## src/shared/comp_cond_defines.vh

```
// Function
// [RULE_01] The trigger sense field picks level, falling, rising or either-edge ADC events.
// [RULE_02] In level mode the interrupt is active while the output equals the irq level bit.
// [RULE_03] The irq sense field picks level, falling, rising or either-edge interrupts.
// [RULE_04] The invert bit inverts the comparator output before any detection uses it.
// [RULE_05] Bit 0 of the control register reads zero and ignores writes.
// [RULE_06] In level mode the ADC event is active while the output equals the trigger level bit.
// [RULE_07] The ADC event reaches the ADC only while the trigger output enable bit is set.
// [RULE_08] The output is synchronised and edges are one-cycle pulses from consecutive samples.
`ifndef COMP_COND_DEFINES_VH
`define COMP_COND_DEFINES_VH
// ==========================================
// register offsets
`define OFS_CONTROL        12'h024
`define OFS_IRQ_STATUS     12'h028
`define OFS_IRQ_MASK       12'h02C
`define OFS_LIVE_STATE     12'h030
// ==========================================
// control fields
`define BIT_INVERT         1
`define BIT_IRQ_LVL_LO     2
`define BIT_IRQ_LVL_HI     3
`define BIT_IRQ_LEVEL      4
`define BIT_TRG_SEL_LO     5
`define BIT_TRG_SEL_HI     6
`define BIT_TRG_LEVEL      7
`define BIT_TRG_OUT_EN     11
`define CONTROL_WMASK      32'h000008FE
`define CONTROL_RESET      32'h00000000
// ==========================================
// sense encodings
`define SENSE_LEVEL        2'h0
`define SENSE_FALL         2'h1
`define SENSE_RISE         2'h2
`define SENSE_BOTH         2'h3
// ==========================================
// status bits
`define STAT_IRQ           0
`define STAT_TRG           1
`define STAT_WIDTH         2
`endif

```

## src/hdl/sense_detect.v

```verilog
`timescale 1ns/1ns
`include "comp_cond_defines.vh"
module sense_detect (
	// samples
	input  wire       i_cur,
	input  wire       i_prev,
	// config
	input  wire [1:0] i_sel,
	input  wire       i_level,
	// result
	output reg        o_hit
);
	always @* begin
		case (i_sel)
			`SENSE_LEVEL: o_hit = (i_cur == i_level);       // see [RULE_02] see [RULE_06]
			`SENSE_FALL:  o_hit = i_prev & ~i_cur;          // see [RULE_08]
			`SENSE_RISE:  o_hit = ~i_prev & i_cur;
			default:      o_hit = i_prev ^ i_cur;           // see [RULE_01] see [RULE_03]
		endcase
	end
endmodule // sense_detect

```

## src/hdl/comp_cond.v

```verilog
// The placing of the registers and the APB interface to the registers were chosen for this implementation.
`timescale 1ns/1ns
`include "comp_cond_defines.vh"
module comp_cond (
	// clock and reset
	input  wire        i_ref_clk,
	input  wire        i_rstn,
	// apb
	input  wire        i_psel,
	input  wire        i_penable,
	input  wire        i_pwrite,
	input  wire [11:0] i_paddr,
	input  wire [31:0] i_pwdata,
	output reg  [31:0] o_prdata_ff,
	output reg         o_pready_ff,
	output reg         o_pslverr_ff,
	// comparator and adc
	input  wire        i_comp_out,
	output reg         o_adc_trigger_ff,
	output reg         o_irq_ff
);
	reg  [31:0] control_ff;
	reg  [1:0]  stat_ff;
	reg  [1:0]  mask_ff;
	reg         sync1_ff;
	reg         sync2_ff;
	reg         cur_ff;
	reg         prev_ff;
	wire        irq_hit;
	wire        trg_hit;
	wire        setup;
	wire        wr;
	wire        mapped;
	reg  [1:0]  nxt_stat;
	reg  [31:0] nxt_rdata;
	// control fields
	wire        output_invert;
	wire [1:0]  irq_sense_select;
	wire        irq_level_value;
	wire [1:0]  trigger_sense_select;
	wire        trigger_level_value;
	wire        trigger_out_enable;
	// address decode and strobes
	wire        sel_control;
	wire        sel_status;
	wire        sel_mask;
	wire        sel_live;
	wire        wr_control;
	wire        wr_status;
	wire        wr_mask;
	wire        rd_setup;
	// next values
	reg  [31:0] nxt_control;
	reg  [1:0]  nxt_mask;
	reg         nxt_trigger;
	reg         nxt_irq;

	// ==========================================
	// sync and condition
	always @(posedge i_ref_clk or negedge i_rstn) begin
		if (!i_rstn) begin
			sync1_ff <= 1'b0;
			sync2_ff <= 1'b0;
		end else begin
			sync1_ff <= i_comp_out;                                       // see [RULE_08]
			sync2_ff <= sync1_ff;
		end
	end

	// inversion ahead of both detectors
	always @(posedge i_ref_clk or negedge i_rstn) begin
		if (!i_rstn) begin
			cur_ff  <= 1'b0;
			prev_ff <= 1'b0;
		end else begin
			cur_ff  <= sync2_ff ^ output_invert;                          // see [RULE_04]
			prev_ff <= cur_ff;
		end
	end

	// ==========================================
	// control fields
	assign output_invert        = control_ff[`BIT_INVERT];
	assign irq_sense_select     = control_ff[`BIT_IRQ_LVL_HI:`BIT_IRQ_LVL_LO];
	assign irq_level_value      = control_ff[`BIT_IRQ_LEVEL];
	assign trigger_sense_select = control_ff[`BIT_TRG_SEL_HI:`BIT_TRG_SEL_LO];
	assign trigger_level_value  = control_ff[`BIT_TRG_LEVEL];
	assign trigger_out_enable   = control_ff[`BIT_TRG_OUT_EN];

	// ==========================================
	// detectors
	// both see the same conditioned samples
	sense_detect u_irq_det (
		.i_cur   (cur_ff),
		.i_prev  (prev_ff),
		.i_sel   (irq_sense_select),
		.i_level (irq_level_value),
		.o_hit   (irq_hit)
	);
	sense_detect u_trg_det (
		.i_cur   (cur_ff),
		.i_prev  (prev_ff),
		.i_sel   (trigger_sense_select),
		.i_level (trigger_level_value),
		.o_hit   (trg_hit)
	);

	// ==========================================
	// apb decode
	assign setup       = i_psel & ~i_penable;
	assign rd_setup    = setup & ~i_pwrite;
	assign wr          = i_psel & i_penable & o_pready_ff & i_pwrite;
	assign sel_control = (i_paddr == `OFS_CONTROL);
	assign sel_status  = (i_paddr == `OFS_IRQ_STATUS);
	assign sel_mask    = (i_paddr == `OFS_IRQ_MASK);
	assign sel_live    = (i_paddr == `OFS_LIVE_STATE);
	assign mapped      = sel_control | sel_status | sel_mask | sel_live;
	// unmapped writes fall through untouched
	assign wr_control  = wr & sel_control;
	assign wr_status   = wr & sel_status;
	assign wr_mask     = wr & sel_mask;

	// ==========================================
	// next values
	always @* begin
		nxt_control = control_ff;
		if (wr_control) begin
			nxt_control = i_pwdata & `CONTROL_WMASK;                    // see [RULE_05]
		end
	end

	always @* begin
		nxt_mask = mask_ff;
		if (wr_mask) begin
			nxt_mask = i_pwdata[1:0];
		end
	end

	always @* begin
		nxt_stat = stat_ff;
		if (wr_status) begin
			nxt_stat = stat_ff & ~i_pwdata[1:0];
		end
		// set wins over clear
		nxt_stat[`STAT_IRQ] = nxt_stat[`STAT_IRQ] | irq_hit;
		nxt_stat[`STAT_TRG] = nxt_stat[`STAT_TRG] | trg_hit;
	end

	// trigger gated here, status still records the hit
	always @* begin
		nxt_trigger = trg_hit & trigger_out_enable;                      // see [RULE_07]
		nxt_irq     = |(nxt_stat & mask_ff);
	end

	always @* begin
		nxt_rdata = 32'h00000000;
		case (i_paddr)
			`OFS_CONTROL:    nxt_rdata = control_ff;                      // see [RULE_05]
			`OFS_IRQ_STATUS: nxt_rdata = {30'h00000000, stat_ff};
			`OFS_IRQ_MASK:   nxt_rdata = {30'h00000000, mask_ff};
			`OFS_LIVE_STATE: nxt_rdata = {30'h00000000, trg_hit, cur_ff};
			default:         nxt_rdata = 32'h00000000;
		endcase
	end

	// ==========================================
	// apb response, one wait-free access cycle
	always @(posedge i_ref_clk or negedge i_rstn) begin
		if (!i_rstn) begin
			o_prdata_ff  <= 32'h00000000;
			o_pready_ff  <= 1'b0;
			o_pslverr_ff <= 1'b0;
		end else begin
			o_pready_ff  <= setup;
			o_pslverr_ff <= setup & ~mapped;
			if (rd_setup) begin
				o_prdata_ff <= nxt_rdata;
			end
		end
	end

	// ==========================================
	// configuration registers
	always @(posedge i_ref_clk or negedge i_rstn) begin
		if (!i_rstn) begin
			control_ff <= `CONTROL_RESET;
			mask_ff    <= 2'h0;
		end else begin
			control_ff <= nxt_control;
			mask_ff    <= nxt_mask;
		end
	end

	// ==========================================
	// sticky status
	always @(posedge i_ref_clk or negedge i_rstn) begin
		if (!i_rstn) begin
			stat_ff <= 2'h0;
		end else begin
			stat_ff <= nxt_stat;
		end
	end

	// ==========================================
	// outputs
	always @(posedge i_ref_clk or negedge i_rstn) begin
		if (!i_rstn) begin
			o_adc_trigger_ff <= 1'b0;
			o_irq_ff         <= 1'b0;
		end else begin
			o_adc_trigger_ff <= nxt_trigger;
			o_irq_ff         <= nxt_irq;
		end
	end
endmodule // comp_cond

```

## config.mk

```make
export PLATFORM = sky130hd
export DESIGN_NAME = comp_cond
export DESIGN_NICKNAME = d
export VERILOG_FILES = /design/src/hdl/sense_detect.v /design/src/hdl/comp_cond.v
export VERILOG_INCLUDE_DIRS = /design/src /design/src/shared
export SDC_FILE = /design/constraint.sdc
export NUM_CORES = 1
export LEC_CHECK = 0
export BUFFER_PORTS_ARGS = -buffer_cell sky130_fd_sc_hd__buf_2
export CAP_MARGIN = 20
export CORE_MARGIN = 3
export CORE_UTILIZATION = 30
export DETAILED_ROUTE_END_ITERATION = 10
export GPL_ROUTABILITY_DRIVEN = 0
export SETUP_SLACK_MARGIN = 0.02
export SLEW_MARGIN = 25
export SYNTH_ARGS = -nofsm -noshare
export SYNTH_HDL_FRONTEND = slang
export SYNTH_SLANG_ARGS = --single-unit
```

## constraint.sdc

```tcl
create_clock -name i_ref_clk -period 4.8 [get_ports i_ref_clk]
set_clock_uncertainty 0.2 [all_clocks]
set_input_delay 0.48 -clock i_ref_clk [delete_from_list [all_inputs] [get_ports i_ref_clk]]
set_output_delay 0.48 -clock i_ref_clk [all_outputs]
set_load 0.01 [all_outputs]
```

* Word-level counts from Yosys, hierarchy flattened
Index checks and enable logic that the tools add are counted.
Word-level totals: bits in registers 52, bits of input ports 50
Cells by class: equal/unequal tests 10, mux-type cells 4, bitwise gates (word level) 27, reductions and logical operators 3
Operators with widths (number):
- 12-bit by 6-bit == test with 1-bit output, second input constant | 4
- 12-bit case mux with 4 select lines | 1
- 1-bit bitwise AND | 12
- 1-bit case mux with 3 select lines | 2
- 1-bit inverter | 5
- 1-bit bitwise OR | 5
- 2-bit bitwise AND | 2
- 2-bit by 1-bit == test with 1-bit output, second input constant | 2
- 2-bit == test, second input constant | 2
- 2-bit zero test | 2
- 1-bit == test | 2
- 2-bit two-way mux | 1
- 2-bit inverter | 1
- 2-bit OR reduction | 1
- 1-bit XOR | 2

* Logic depth before layout (Yosys ltp)
Gate-level depths: netlist of run 1.
word-level depth 8, mapped depth 6, gate-level depth less buffers 6

* Hierarchy
A second synthesis of run 1 with hierarchy kept.
Second synthesis, totals: cell total of the unflattened synthesis 134, area total of the unflattened synthesis 1534.0 um^2
By module, submodules not included:
- comp_cond | times used 1, cells each 120, area an instance 1398.8 um^2
- sense_detect | times used 2, cells each 7, area an instance 67.6 um^2

* Worst setup path after synthesis of run 1
Ideal clock, no wire load.
path kind input -> register, start point in i_paddr[1], end point reg control_ff[11], library setup time 0.125 ns, arrival time 1.639 ns, required time 4.475 ns, slack 2.836 ns, stages on the path 4, path buffers 0, cells stage by stage nor3b_1 -> nand3_2 -> nor3_4 -> mux2_2
On the way: word-level cells in the longest chain between the ends 2
RTL lines:
- from (decl) | RTL line comp_cond.v:12 | input wire [11:0] i_paddr,
- 12-bit by 6-bit == test with 1-bit output (no source line)
- 1-bit bitwise AND | RTL line comp_cond.v:119 | assign wr_control = wr & sel_control;
- to (signal assigned) | RTL line comp_cond.v:186 | control_ff <= `CONTROL_RESET;
- to (signal assigned) | RTL line comp_cond.v:189 | control_ff <= nxt_control;
- to (decl) | RTL line comp_cond.v:22 | reg [31:0] control_ff;
Every way passes these cells. A chain may end at the register's enable or synchronous reset.

* Final worst setup path of run 1
start point reg cur_ff, end point reg o_irq_ff
On the way: word-level cells in the longest chain between the ends 6, elaborated cells between the ends (all ways) 12, classes of those cells eq/ne: 2; mux: 2; bitwise: 7; reduce/logical: 1
RTL lines:
- from (decl) | RTL line comp_cond.v:27 | reg cur_ff;
- from (signal assigned) | RTL line comp_cond.v:76 | cur_ff <= sync2_ff ^ output_invert;
- 1-bit inverter | RTL line sense_detect.v:16 | `SENSE_FALL: o_hit = i_prev & ~i_cur;
- 1-bit bitwise AND | RTL line sense_detect.v:16
- 1-bit case mux with 3 select lines | RTL line sense_detect.v:14 | case (i_sel)
- 1-bit bitwise OR, on equally long branches | RTL line comp_cond.v:145, comp_cond.v:146
- 2-bit bitwise AND * | RTL line comp_cond.v:152 | nxt_irq = |(nxt_stat & mask_ff);
- 2-bit OR reduction * | RTL line comp_cond.v:152
- net nxt_irq | RTL line comp_cond.v:56 | reg nxt_irq;
- to (signal assigned) | RTL line comp_cond.v:212 | o_irq_ff <= nxt_irq;
- to (decl) | RTL line comp_cond.v:20 | output reg o_irq_ff
Mark *: on every way through the listed nets, which the timed path passes. The rest lies on a longest branch.

==> metrics.cfg, run 1 <==
[worst_setup_path]
critPathArrivalTime_ns = 1.99
reg2regPathDepth = 6
start_kind = flip-flop
cp_max_fo = 6
crit_required_ns = 4.74
worstSetupPathType = reg2reg
end_kind = flip-flop

[global_route]
grt_max_degree = 30
grt_overflow_total = 0
first_global_vias = 984
grt_pass1_wl_um = 4670
grt_use_total_pct = 10.3
antenna_found_initial = 0

[logic_synthesis]
synth-main-ff-cell = dfrtp_1
synthTopCellsByCount = 29 x dfrtp_1, 23 x buf_4, 10 x mux2_2
synth_top_area_share_pct = 47.8
synth_area_leaders = dfrtp_1 48%, buf_4 11%, mux2_2 7.4%
ys_types = 36
synth-seq-cells = 29
ys_async_sr_fraction_pct = 100
synth_edf_count = 0
yosysTopAreaCell = dfrtp_1
synth_area_sq_um = 1520
syn_area_per_cell_sq_um = 11.8
yosys_warnings = 0
syn_inst = 129
ys_seq_area_share_pct = 47.8
yosysMostFrequentCell = dfrtp_1

[floorplan]
rows = 25
initial_utilization_pct = 31.5
die_h_um = 77.1
die-width_um = 77.1
die_area_sq_um = 5950
core_sq_um = 4820
io_pins = 86

[timing]
whs_ns = 0.0176
min_period_over_period_pct = 42.7
rsz0062_at_grt = false
tightest_slew_ns = 0.634
tns_ns = 0
setup_viol = 0
slew_violations = 0
period_minus_slack_ns = 2.05
maxSlewHeadroom_pct = 57.8
hold_viol = 0
max_freq_mhz = 488

[clock_tree]
clkLatencyLatePin_ns = 0.28
hold_buffers = 0
clkSinkCount = 29
cts_made_buffers = 5
clock_path_buffers = 2
cts_setup_buffers = 0
cts_tree = built
clockRootBuffer = clkbuf_8
clk_pin_slew_worst_paths_ns = 0.06
htreeDepth = 2
cts_resized = 0

[power]
power_leakage_nw = 0.930
power_density_nw_per_um2 = 287
max-vdd-ir-drop_mv = 0.122

[layout]
multi_input_area_sq_um = 668
areaGrowthSynthToFinish_pct = 18.4
ff_latch_area_sq_um = 726
layout-drive-gt1-share_pct = 36.6
final_nets = 223
fillers = 502
n_antenna_cell = 0

[detailed_routing]
drc = 0
wl_per_cell_um = 12.1
wl_um = 2900
firstDrtPassIters = 4
viasPerCell = 4.21
drtAntennaViolNets = 0
vias = 1006
drt_iter0_drc = 50

[flow_run]
timing.max_cap.violations = 0

[hold_path]
hold_class = in2async

[status]
outcome = finished clean

[place]
hpwlAfterDp_um = 2230
port_buffers = 39

## final timing paths
| path | startpoint | to | slack (ns) |
|---|---|---|---|
| setup / recovery | cur_ff | o_irq_ff | 2.75 |
| hold / removal | i_rstn | stat_ff[1] | 0.02 |
| setup reg to reg | cur_ff | o_irq_ff | 2.75 |
| hold reg to reg | sync1_ff | sync2_ff | 0.15 |
| max in group asynchronous | i_rstn | control_ff[4] | 3.97 |
| min in group i_ref_clk | i_comp_out | sync1_ff | 0.10 |
## flip-flops by register name (all words and copies together), names as in the netlist
name	count
sync1_ff	1
o_pslverr_ff	1
control_ff	8
cur_ff	1
o_irq_ff	1
prev_ff	1
o_pready_ff	1
stat_ff	2
o_prdata_ff	9
sync2_ff	1
o_adc_trigger_ff	1
mask_ff	2
## metal layers
layer | vias up | share of wire (%) | wire [um] | GRT usage, %
met5 | - | 0 | 0 | 0
met4 | 0 | 1.5 | 44 | 4.27
met3 | 6 | 9.0 | 260 | 5.28
met1 | 466 | 45 | 1300 | 12.6
li1 | 495 | - | - | -
met2 | 39 | 44 | 1290 | 15.3
## critical path, cell delays in order (launching register included)
cell      delay, ns
dfrtp_1        0.48
inv_1          0.08
ha_1           0.27
inv_1          0.05
mux4_2         0.53
a22oi_1        0.16
o211ai_1       0.15
## cell families (layout without fill, tap and decap cells)
group,Yosys count,after routing,share of synthesized area [%]
fa+ha+maj,2,2,1.65
other cells,1,23,0.247
xor+xnor,4,4,2.31
flops,29,29,47.8
simple gates,29,29,13.7
buf+inv,32,53,13.6
mux,14,14,11.7
compound gates,18,18,8.99
## report_power, final
group	switching (mW)	total, mW	internal [mW]
clock network	0.0889	0.218	0.129
registers	0.00237	0.251	0.248
logic	0.0299	0.0472	0.0173
## cell type report
| type | count | share of cell area, % |
|---|---|---|
| multi-input cells | 90 | 37.2 |
| clock inverters | 1 | 0.279 |
| flip-flops and latches | 29 | 40.4 |
| clock buffers | 7 | 5.36 |
| well taps | 67 | 4.67 |
| inverters | 6 | 1.25 |
| repair buffers | 39 | 10.9 |
## cells in the final DEF, fill, tap and decap left out, types with 2 or more instances in the layout
cell type	Yosys	routed
clkbuf_8	0	7
a21oi_1	3	3
mux2_2	10	10
and2_1	2	2
nor2_1	2	2
xnor2_1	3	3
nand3_1	2	2
o211ai_1	2	2
and3_1	2	2
nand4_1	2	2
ha_1	2	2
mux2i_1	2	2
buf_2	0	39
conb_1	1	23
a22o_1	7	7
nand2_1	4	4
nand2b_1	3	3
mux4_2	2	2
nand3b_1	3	3
inv_1	6	6
dfrtp_1	29	29
nor3b_1	2	2
## through the flow
step                total power [mW]  util (%)  setup slack [ns]  instance area, sq um  instances
finish                         0.516      37.3              2.75                  1800        239
global route                   0.543      37.3              2.64                  1800        239
CTS                            0.525      37.3              2.76                  1800        239
detailed placement             0.303      35.2              2.52                  1700        231
global placement               0.302      35.2              2.49                  1700        231
floorplan                      0.294         -              2.84                  1600        151
No activity file was read; power rests on OpenSTA's default activity.
==> run 2, diff against run 1 <==
- ABC_AREA: default -> 1
- clock period: 4.8 -> 1.7 ns (I/O delays scaled with it)
==> run 2 against run 1 <==
Compared with the run above:
- largest power group unchanged
- core utilization is 3.2 points higher
- wire length rose by 15%
- flip-flop and latch count unchanged
- highest routed layer unchanged
- critical path depth is 3 higher
- sequential power rose to 2.8 times the previous value
==> metrics.cfg, run 2 <==
[global_route]
grt_pass1_wl_um = 5590
first_global_vias = 1293
antenna_found_initial = 0
grt_max_degree = 30
grt_overflow_total = 0
grt_use_total_pct = 11.1

[layout]
layout-drive-gt1-share_pct = 27.2
reg_top3 = o_prdata_ff x9, control_ff x8
layoutNonFillerInstCount = 331
final_nets = 313
design_area_sq_um = 2110
areaGrowthSynthToFinish_pct = 27.5
final_common_cell = nand2_1
regMostFlops = o_prdata_ff
largest_reg_flops = 9
final_cell_mix = 55 x nand2_1, 39 x buf_2, 29 x dfrtp_1
n_antenna_cell = 0

[timing]
rsz0062_at_grt = true
max_freq_mhz = 623
tns_ns = 0
slew_violations = 0
tightest_slew_ns = 0.636
setup_viol = 0
maxSlewHeadroom_pct = 57.6
min_period_over_period_pct = 94.4
period_minus_slack_ns = 1.61
hold_viol = 0

[power]
max-vdd-ir-drop_mv = 0.446
power_leakage_nw = 1.16
fin_total_pwr_mw = 1.43
power_density_nw_per_um2 = 676

[floorplan]
rows = 26
die_h_um = 80.3
die_area_sq_um = 6440
die-width_um = 80.3
io_pins = 86
core_sq_um = 5200
initial_utilization_pct = 31.8

[place]
hpwlAfterDp_um = 2490
postPlaceCellArea_sq_um = 1850
port_buffers = 39
place_inst = 309

[hold_path]
worstHoldPathCells = 5
hold_class = in2reg

[logic_synthesis]
yosysTopAreaCell = dfrtp_1
synth_area_sq_um = 1650
synth-xor-area-share_pct = 1.06
synth_compound_area_share_pct = 10.4
synthTopCellsByCount = 56 x nand2_1, 29 x dfrtp_1, 26 x inv_1
yosysMostFrequentCell = nand2_1
synth_area_leaders = dfrtp_1 44%, nand2_1 13%, buf_4 10%
synth_top_family_by_area = simple AND/OR/NAND/NOR gates
synth-seq-cells = 29
muxShareOfSynthArea_pct = 0
synth-simple-area-share_pct = 24.6
yosys_warnings = 0
syn_area_per_cell_sq_um = 8.23
ys_types = 29
synth_edf_count = 0
ys_seq_area_share_pct = 43.9
syn_inst = 201
synth_top_area_share_pct = 43.9
ys_async_sr_fraction_pct = 100
synthAdderAreaFrac_pct = 1.51
synth-main-ff-cell = dfrtp_1

[clock_tree]
htreeDepth = 2
clockRootBuffer = clkbuf_8
cts_tree = built
clock_path_buffers = 2
clkSinkCount = 29
clkLatencyLatePin_ns = 0.28
clk_pin_slew_worst_paths_ns = 0.06
cts_made_buffers = 5

[detailed_routing]
drtAntennaViolNets = 0
drc = 0
wl_per_cell_um = 10.0
firstDrtPassIters = 4
vias = 1322
viasPerCell = 3.99
drt_iter0_drc = 34
wl_um = 3320

[worst_setup_path]
crit_required_ns = 1.67
cp_max_fo = 4
worstSetupPathType = reg2reg
start_kind = flip-flop
end_kind = flip-flop
critPathArrivalTime_ns = 1.57
reg2regPathDepth = 9

[status]
outcome = finished clean

[flow_run]
timing.max_cap.violations = 0

[run 2: cell types whose count changed after synthesis, moves of 3 or more]
cell | before | now
nand2_1 | 4 | 56
o21ai_2 | 0 | 8
o21ai_0 | 1 | 5
nand3b_1 | 3 | 0
nand3_1 | 2 | 9
nor2_1 | 2 | 13
nand2b_1 | 3 | 0
mux2_2 | 10 | 0
a22o_1 | 7 | 0
clkbuf_1 | 3 | 0
xnor2_1 | 3 | 0
inv_1 | 6 | 26
[run 2: final timing paths]
path | end | startpoint | slack (ns)
hold / removal | o_pslverr_ff | i_psel | 0.05
min in group asynchronous | control_ff[6] | i_rstn | 0.24
setup reg to reg | o_prdata_ff[1] | cur_ff | 0.09
setup / recovery | o_prdata_ff[1] | cur_ff | 0.09
max in group asynchronous | o_pslverr_ff | i_rstn | 0.64
hold reg to reg | sync2_ff | sync1_ff | 0.15
[run 2: layer usage]
| metal | vias to the layer above | track usage [%] | part of all wire [%] |
|---|---|---|---|
| li1 | 698 | - | - |
| met1 | 586 | 14.2 | 46 |
| met2 | 33 | 17.7 | 46 |
| met3 | 5 | 3.14 | 5.7 |
| met4 | 0 | 4.05 | 1.3 |
| met5 | - | 0 | 0 |
[run 2: area by class of cell]
type / instances / area [sq um]
inverter: 28 / 105
sequential: 29 / 726
multi-input combinational: 141 / 733
timing repair buffer: 56 / 370
tap: 70 / 87.6
fill: 569 / 3100
clock buffer: 7 / 86.3
[run 2: power breakdown]
part / total (mW) / internal, mW / switching (mW) / leakage [nW]
logic: 0.159 / 0.0649 / 0.0937 / 0.729
registers: 0.703 / 0.698 / 0.00483 / 0.383
clock network: 0.564 / 0.320 / 0.244 / 0.0443
[run 2: metrics by stage]
| stage | setup slack (ns) | hold WS (ns) | utilization [%] |
|---|---|---|---|
| 2_1_floorplan | 0.188 | -0.326 | - |
| 6_report | 0.0949 | 0.0504 | 40.5 |
| 4_1_cts | 0.0685 | 0.0402 | 39.9 |
| 5_1_grt | -0.0425 | 0.0964 | 40.5 |
| 3_3_place_gp | 0.105 | 0.0333 | 35.5 |
| 3_5_place_dp | 0.0828 | 0.0373 | 35.5 |
[run 2: what timing repair did]
item,in CTS,in global routing
setup endpoints to repair,0,9
gates resized for setup,0,5
buffers inserted,0,1
endpoints found under the hold margin,42,0
hold buffers,14,0
[run 2: cell families (layout without fill, tap and decap cells)]
kind of cell | after synthesis | in the layout
xor+xnor | 2 | 2
simple gates | 90 | 90
fa+ha+maj | 2 | 2
buf+inv | 53 | 91
other cells | 1 | 23
flops | 29 | 29
compound gates | 24 | 24
[run 2: critical path, stage by stage, from the launching register on]
cell,delay [ns]
dfrtp_1,0.41
inv_2,0.07
ha_4,0.27
nand2_2,0.04
o211ai_1,0.09
nand2_1,0.10
nand2_1,0.07
nand2_1,0.05
o21bai_1,0.14
nand2_1,0.06
